`src/rfir_dummy_unused.sv`:
```
`timescale 1ns/1ns
`default_nettype none
`default_nettype wire

```
`src/rfir_pkg.sv`:
```
package rfir_pkg;

	localparam int unsigned ADDR_W = 8;
	localparam int unsigned DATA_W = 8;

	// register offsets
	localparam logic [ADDR_W-1:0] BUCK_FAULT_FLAGS_OFS = 8'h00;
	localparam logic [ADDR_W-1:0] BUCK_FAULT_MASKS_OFS = 8'h01;
	localparam logic [ADDR_W-1:0] BUCK_FAULT_LIVE_OFS  = 8'h02;
	localparam logic [ADDR_W-1:0] MISC_EVENT_FLAGS_OFS = 8'h03;
	localparam logic [ADDR_W-1:0] MISC_EVENT_MASKS_OFS = 8'h04;
	localparam logic [ADDR_W-1:0] MISC_EVENT_LIVE_OFS  = 8'h05;

	// buck group field positions
	localparam int unsigned BUCK1A_BIT = 0;
	localparam int unsigned BUCK1B_BIT = 1;
	localparam int unsigned BUCK2_BIT  = 3;
	localparam int unsigned BUCK3_BIT  = 4;

	// misc group field positions
	localparam int unsigned BOOST_BIT   = 0;
	localparam int unsigned OVP_BIT     = 2;
	localparam int unsigned FUSE_DN_BIT = 6;
	localparam int unsigned FUSE_ER_BIT = 7;

	localparam logic [DATA_W-1:0] BUCK_IMPL_MASK = 8'h1B;
	localparam logic [DATA_W-1:0] MISC_IMPL_MASK = 8'hC5;

	// values after reset
	localparam logic [DATA_W-1:0] FLAGS_RESET      = 8'h00;
	localparam logic [DATA_W-1:0] BUCK_MASKS_RESET = 8'h1B;
	localparam logic [DATA_W-1:0] MISC_MASKS_RESET = 8'hC5;
	localparam logic [DATA_W-1:0] RDATA_RESET      = 8'h00;

	typedef struct packed {
		logic [ADDR_W-1:0] addr;
		logic [DATA_W-1:0] wdata;
		logic              wr;
		logic              rd;
	} rfir_bus_req_type;

	// raw fault and event sources, asynchronous to clk_sys_i
	typedef struct packed {
		logic buck_three_overcurrent;
		logic buck_two_overcurrent;
		logic buck_one_b_overcurrent;
		logic buck_one_a_overcurrent;
		logic boost_regulator_overcurrent;
		logic supply_input_overvoltage;
		logic fuse_mem_error;
		logic fuse_burn_running;
	} rfir_sources_type;

endpackage

```
`src/rfir_top.sv`:
```
// Local design decisions: the register offsets and the plain strobed port.
`timescale 1ns/1ns
`default_nettype none

module rfir_top
	import rfir_pkg::*;
(
	input  wire logic              clk_sys_i,
	input  wire logic              reset_n_i,
	input  wire rfir_bus_req_type  bus_req_i,
	input  wire rfir_sources_type  sources_i,
	output var  logic [DATA_W-1:0] rdata_o,
	output var  logic              irq_request_n_o
);

	rfir_sources_type  src_meta;
	rfir_sources_type  src_sync;
	logic              burn_running_d;
	logic [DATA_W-1:0] buck_fault_flags;
	logic [DATA_W-1:0] buck_fault_masks;
	logic [DATA_W-1:0] misc_event_flags;
	logic [DATA_W-1:0] misc_event_masks;
	logic [DATA_W-1:0] buck_fault_live;
	logic [DATA_W-1:0] misc_event_live;
	logic [DATA_W-1:0] buck_events;
	logic [DATA_W-1:0] misc_events;
	logic [DATA_W-1:0] next_buck_fault_flags;
	logic [DATA_W-1:0] next_misc_event_flags;
	logic [DATA_W-1:0] next_rdata;
	logic              fuse_burn_done_pulse;

	// sticky update: hold, clear by ones written, event set wins
	function automatic logic [DATA_W-1:0] w1c_update(
		input logic [DATA_W-1:0] flags,
		input logic [DATA_W-1:0] events,
		input logic              hit,
		input logic [DATA_W-1:0] wdata,
		input logic [DATA_W-1:0] impl
	);
		logic [DATA_W-1:0] clr;
		clr = hit ? wdata : '0;
		return ((flags & ~clr) | events) & impl;
	endfunction

	function automatic logic wr_hit(input rfir_bus_req_type req, input logic [ADDR_W-1:0] ofs);
		return req.wr && (req.addr == ofs);
	endfunction

	// two-stage synchroniser for all the fault and event sources
	always_ff @(posedge clk_sys_i or negedge reset_n_i) begin
		if (!reset_n_i) begin
			src_meta <= '0;
			src_sync <= '0;
		end else begin
			src_meta <= sources_i;
			src_sync <= src_meta;
		end
	end

	// burn running delayed for end-of-sequence detection
	always_ff @(posedge clk_sys_i or negedge reset_n_i) begin
		if (!reset_n_i) begin
			burn_running_d <= 1'b0;
		end else begin
			burn_running_d <= src_sync.fuse_burn_running;
		end
	end

	assign fuse_burn_done_pulse = burn_running_d & ~src_sync.fuse_burn_running;

	always_comb begin
		buck_fault_live            = '0;
		buck_fault_live[BUCK3_BIT]  = src_sync.buck_three_overcurrent;
		buck_fault_live[BUCK2_BIT]  = src_sync.buck_two_overcurrent;
		buck_fault_live[BUCK1B_BIT] = src_sync.buck_one_b_overcurrent;
		buck_fault_live[BUCK1A_BIT] = src_sync.buck_one_a_overcurrent;
	end

	always_comb begin
		misc_event_live              = '0;
		misc_event_live[FUSE_ER_BIT] = src_sync.fuse_mem_error;
		misc_event_live[FUSE_DN_BIT] = src_sync.fuse_burn_running;
		misc_event_live[OVP_BIT]     = src_sync.supply_input_overvoltage;
		misc_event_live[BOOST_BIT]   = src_sync.boost_regulator_overcurrent;
	end

	// flags are set for as long as the condition persists; the fuse done flag is set once, by the pulse when the burn ends
	always_comb begin
		buck_events             = '0;
		buck_events[BUCK3_BIT]  = src_sync.buck_three_overcurrent;
		buck_events[BUCK2_BIT]  = src_sync.buck_two_overcurrent;
		buck_events[BUCK1B_BIT] = src_sync.buck_one_b_overcurrent;
		buck_events[BUCK1A_BIT] = src_sync.buck_one_a_overcurrent;
	end

	always_comb begin
		misc_events              = '0;
		misc_events[FUSE_ER_BIT] = src_sync.fuse_mem_error;
		misc_events[FUSE_DN_BIT] = fuse_burn_done_pulse;
		misc_events[OVP_BIT]     = src_sync.supply_input_overvoltage;
		misc_events[BOOST_BIT]   = src_sync.boost_regulator_overcurrent;
	end

	assign next_buck_fault_flags = w1c_update(buck_fault_flags, buck_events,
		wr_hit(bus_req_i, BUCK_FAULT_FLAGS_OFS), bus_req_i.wdata, BUCK_IMPL_MASK);
	assign next_misc_event_flags = w1c_update(misc_event_flags, misc_events,
		wr_hit(bus_req_i, MISC_EVENT_FLAGS_OFS), bus_req_i.wdata, MISC_IMPL_MASK);

	always_ff @(posedge clk_sys_i or negedge reset_n_i) begin
		if (!reset_n_i) begin
			buck_fault_flags <= FLAGS_RESET;
			misc_event_flags <= FLAGS_RESET;
		end else begin
			buck_fault_flags <= next_buck_fault_flags;
			misc_event_flags <= next_misc_event_flags;
		end
	end

	// mask registers, only implemented positions stored
	always_ff @(posedge clk_sys_i or negedge reset_n_i) begin
		if (!reset_n_i) begin
			buck_fault_masks <= BUCK_MASKS_RESET;
			misc_event_masks <= MISC_MASKS_RESET;
		end else begin
			if (wr_hit(bus_req_i, BUCK_FAULT_MASKS_OFS)) begin
				buck_fault_masks <= bus_req_i.wdata & BUCK_IMPL_MASK;
			end
			if (wr_hit(bus_req_i, MISC_EVENT_MASKS_OFS)) begin
				misc_event_masks <= bus_req_i.wdata & MISC_IMPL_MASK;
			end
		end
	end

	// read mux; live registers ignore writes
	always_comb begin
		next_rdata = RDATA_RESET;
		if (bus_req_i.rd) begin
			case (bus_req_i.addr)
				BUCK_FAULT_FLAGS_OFS: next_rdata = buck_fault_flags;
				BUCK_FAULT_MASKS_OFS: next_rdata = buck_fault_masks;
				BUCK_FAULT_LIVE_OFS:  next_rdata = buck_fault_live;
				MISC_EVENT_FLAGS_OFS: next_rdata = misc_event_flags;
				MISC_EVENT_MASKS_OFS: next_rdata = misc_event_masks;
				MISC_EVENT_LIVE_OFS:  next_rdata = misc_event_live;
				default:              next_rdata = RDATA_RESET;
			endcase
		end
	end

	always_ff @(posedge clk_sys_i or negedge reset_n_i) begin
		if (!reset_n_i) begin
			rdata_o <= RDATA_RESET;
		end else begin
			rdata_o <= next_rdata;
		end
	end

	// interrupt request from the flag registers as they now stand
	always_ff @(posedge clk_sys_i or negedge reset_n_i) begin
		if (!reset_n_i) begin
			irq_request_n_o <= 1'b1;
		end else begin
			irq_request_n_o <= ~(|(buck_fault_flags & ~buck_fault_masks) |
				|(misc_event_flags & ~misc_event_masks));
		end
	end

endmodule

`default_nettype wire

```
`config.mk`:
```
export PLATFORM = sky130hd
export DESIGN_NAME = rfir_top
export DESIGN_NICKNAME = d
export VERILOG_FILES = /design/src/rfir_dummy_unused.sv /design/src/rfir_pkg.sv /design/src/rfir_top.sv
export SDC_FILE = /design/constraint.sdc
export NUM_CORES = 1
export LEC_CHECK = 0
export ABC_AREA = 1
export BUFFER_PORTS_ARGS = -buffer_cell sky130_fd_sc_hd__buf_2
export CORE_ASPECT_RATIO = 2
export CORE_UTILIZATION = 60
export CTS_BUF_LIST = sky130_fd_sc_hd__clkbuf_4 sky130_fd_sc_hd__clkbuf_8
export CTS_CLUSTER_DIAMETER = 40
export CTS_CLUSTER_SIZE = 40
export DETAILED_ROUTE_END_ITERATION = 8
export PLACE_DENSITY = 0.87
export REMOVE_ABC_BUFFERS = 1
export SLEW_MARGIN = 20
export SYNTH_ARGS = -nofsm -noshare
export SYNTH_HDL_FRONTEND = slang
export SYNTH_SLANG_ARGS = --single-unit
```
`constraint.sdc`:
```
create_clock -name clk_sys_i -period 1.6 [get_ports clk_sys_i]
set_input_delay 0.4 -clock clk_sys_i [delete_from_list [all_inputs] [get_ports clk_sys_i]]
set_output_delay 0.4 -clock clk_sys_i [all_outputs]
set_load 0.005 [all_outputs]
```
==> results by stage <==
Clock network:
- The tree is rooted in a sky130_fd_sc_hd__clkbuf_8.
- Counting every sink on the clock net gives 41.
- The clock-pin slew on the worst setup and hold paths is 70 ps.
- The clock tree from TritonCTS is done.
- The number of buffers added for setup after CTS is 0.
- The later-pin clock latency in the skew report is 290 ps.
- The post-cts resize count is 0.
- The number of buffers inserted during clock tree synthesis is 5.
- The number of buffers on the longest clock path is 2.
- The count of hold buffers inserted by post-cts repair is 0.
- The clock tree synthesis step divided the H-tree into 2 levels.

Placed design:
- The half-perimeter wire length of the detailed placement result is 2370 um.
- Counting tap cells, the placed design contains a total of 235 instances.
- The number of port buffers is 34.
- Prior to clock tree synthesis, the placed netlist has a worst setup slack of 122 ps.
- The final weighted congestion of routability-driven global placement is 0.805.

STA:
- The worst clock skew is 4.06 ps.
- The share of the clock period used by the worst path after layout is 0.818.
- The number of slew-limit violations in the final report is 0.
- The worst-case setup margin in the final layout is 291 ps.
- The worst path needs 1310 ps of the cycle, external delays included.
- Setup repair after global routing left no endpoint under its margin.
- The setup TNS is 0 ps.
- The number of failing hold endpoints at the final stage is 0.
- Setup violations remaining at the end of the flow were counted as 0.
- The highest clock frequency the design can meet is 764 MHz.

Global route:
- Entering global routing, the biggest net connects 42 pins.
- The via count of the first global-routing pass is 1288.
- The wire length of the first global-routing pass is 5170 um.
- The total congestion overflow after global routing is 0.
- The number of antenna violations at the first check in global routing was 0.
- The overall fraction of global-route tracks in use is 0.248.

Logic synthesis:
- Counting flops and latches in the post-synthesis netlist gives 41.
- The number of different library cells in the post-synthesis netlist is 24.
- The fraction of the yosys area taken by sequential cells is 0.599.
- The most used flip-flop cell after synthesis is sky130_fd_sc_hd__dfrtp_1.
- The post-synth design cell area is 0.00173 mm2.
- Of the post-synthesis cell area, the dominant cell type holds 0.463.
- The commonest cells after synthesis are sky130_fd_sc_hd__nand2_1, sky130_fd_sc_hd__dfrtp_1, sky130_fd_sc_hd__inv_1, sky130_fd_sc_hd__nand3_1, sky130_fd_sc_hd__o21ai_1.
- Yosys attributes the largest share of cell area to sky130_fd_sc_hd__dfrtp_1, sky130_fd_sc_hd__dfstp_2, sky130_fd_sc_hd__nand2_1.
- Counting flops with a built-in enable in the synthesized netlist gives 0.
- The synthesized instance count is 173.
- Of all flip-flops after synthesis, the portion carrying an async set or reset was 1.00.
- Yosys printed 0 warnings.
- The most frequent cell after synthesis is sky130_fd_sc_hd__nand2_1.
- The post-synthesis average cell area is 10.0 um2.
- Summed over all instances, the cell type with the most area after synthesis is sky130_fd_sc_hd__dfrtp_1.

Setup path:
- STA puts the critical path data arrival time at 910 ps.
- For the worst setup path, the data required time is 1200 ps.
- Together, buffers and inverters on the worst path number 1.
- The largest stage delay on the critical path is 510 ps.
- The class of the most critical setup path is reg2out.
- The startpoint type of the worst setup path is a register.
- Walking the worst path, the cells encountered are buf_2.
- The kind of cell adding the most delay to the critical path is flip-flops.
- The kind of end point of the critical path is an output port.
- The highest net fanout along the worst path is 1.
- The worst-path cell with the longest stage delay is sky130_fd_sc_hd__dfstp_2.

Die:
- The number of rows created at floorplan is 27.
- The full die area is 0.00312 mm2.
- Measured along the y axis, the die boundary spans 77.9 um.
- In this run the horizontal extent of the chip is 40.0 um.
- The count of pins on the block boundary is 37.
- The starting density of the core is 0.632.
- The total area inside the core boundary comes to 0.00274 mm2.

Power:
- Dividing total power by cell area gives a power density of 1040 mW/mm2.
- The total power after layout is 2.13 mW.
- VDD sags by at most 0.806 mV.
- The total leakage power is 1.03 nW.

Status:
- The run finished with clean final reports.

Flow run:
- The number of maximum-capacitance violations is 0.

Routing:
- In the final routed layout, each cell accounts on average for 13.2 um.
- In the routed design, unresolved DRC markers number 0.
- The starting DRC count in detailed routing is 44.
- The routed design has 3200 um of wire.
- The first detailed-routing pass ran for 4 iterations.
- The final antenna-violating net count is 0.
- The overall via count from detail_route is 1316.
- The via density per instance is 5.42.

Cells and area:
- Fill cells in the final layout number 194.
- The number of nets in the finished design is 241.
- The relative area change from synthesis to final layout is 18.0%.
- The number of antenna diodes in the final layout is 0.
- The number of standard cells in the final layout excluding fillers is 243.
- In the final layout, the share of cells above drive strength 1 is 0.346.

Worst hold path:
- The kind of path behind the tightest hold check is in2async.
## cells by family (layout without fill, tap and decap cells)
logic type      after synthesis  in the layout  synth area share
other cells                   1              1           0.00217
simple gates                 76             76             0.232
buf+inv                      29             70            0.0716
compound gates               26             26            0.0947
flops                        41             41             0.599
## layer usage
| layer | wire length (um) | GRT usage |
|---|---|---|
| met1 | 1130 | 0.231 |
| met2 | 1820 | 0.434 |
| met3 | 155 | 0.0657 |
| met4 | 89 | 0.134 |
| met5 | 0 | 0 |
## metrics by stage
stage	hold slack, ps	util	instance area, um2
after floorplan	104	-	1710
after global placement	333	0.702	1920
after detailed placement	336	0.702	1920
after CTS	165	0.746	2040
after global routing	194	0.746	2040
final	140	0.746	2040
## cells in the final DEF (no fill, tap or decap), types with 2 or more instances in the layout
cell,synthesis,routed
sky130_fd_sc_hd__nand3_1,18,18
sky130_fd_sc_hd__inv_2,7,7
sky130_fd_sc_hd__nor2_4,5,5
sky130_fd_sc_hd__dfrtp_1,32,32
sky130_fd_sc_hd__o21ai_1,11,11
sky130_fd_sc_hd__dfstp_2,9,9
sky130_fd_sc_hd__nand2_2,5,5
sky130_fd_sc_hd__buf_2,0,34
sky130_fd_sc_hd__nor2_1,6,6
sky130_fd_sc_hd__nand2_1,34,34
sky130_fd_sc_hd__clkbuf_8,0,6
sky130_fd_sc_hd__o211ai_1,5,5
sky130_fd_sc_hd__a21o_1,7,7
sky130_fd_sc_hd__nand3_2,2,2
sky130_fd_sc_hd__nor3_1,2,2
sky130_fd_sc_hd__inv_1,20,20
## power by group
group          internal [mW]  switching [mW]  total [mW]
Combinational         0.0606           0.106       0.166
Sequential              1.10          0.0176        1.12
Clock                  0.506           0.340       0.846
## path summary, 6_finish.rpt
path,depth (start not counted),slack (ps),endpoint,startpoint
max in group asynchronous,2,1080,buck_fault_masks[1],reset_n_i
hold reg to reg,0,350,misc_event_live[7],src_meta[1]
setup / recovery,1,290,irq_request_n_o,irq_request_n_o
min in group clk_sys_i,1,210,src_meta[0],sources_i[0]
hold / removal,2,140,rdata_o[3],reset_n_i
setup reg to reg,4,590,irq_request_n_o,misc_event_masks[2]
## registers in the layout (all words and copies together), names as in the netlist
signal            flops
buck_fault_flags      4
irq_request_n_o       1
rdata_o               7
buck_events           4
buck_fault_masks      4
burn_running_d        1
misc_event_live       4
misc_event_masks      4
src_meta              8
misc_event_flags      4
## final cells by class
| class | instances | area (um2) | share of cell area |
|---|---|---|---|
| repair buffers | 35 | 178 | 0.0870 |
| multi-input cells | 103 | 569 | 0.279 |
| flip-flops and latches | 41 | 1040 | 0.508 |
| clock buffers | 6 | 82.6 | 0.0404 |
| well taps | 29 | 36.3 | 0.0178 |
| clock inverters | 2 | 37.5 | 0.0184 |
| inverters | 27 | 101 | 0.0496 |
(Power assumes the default switching activity.)
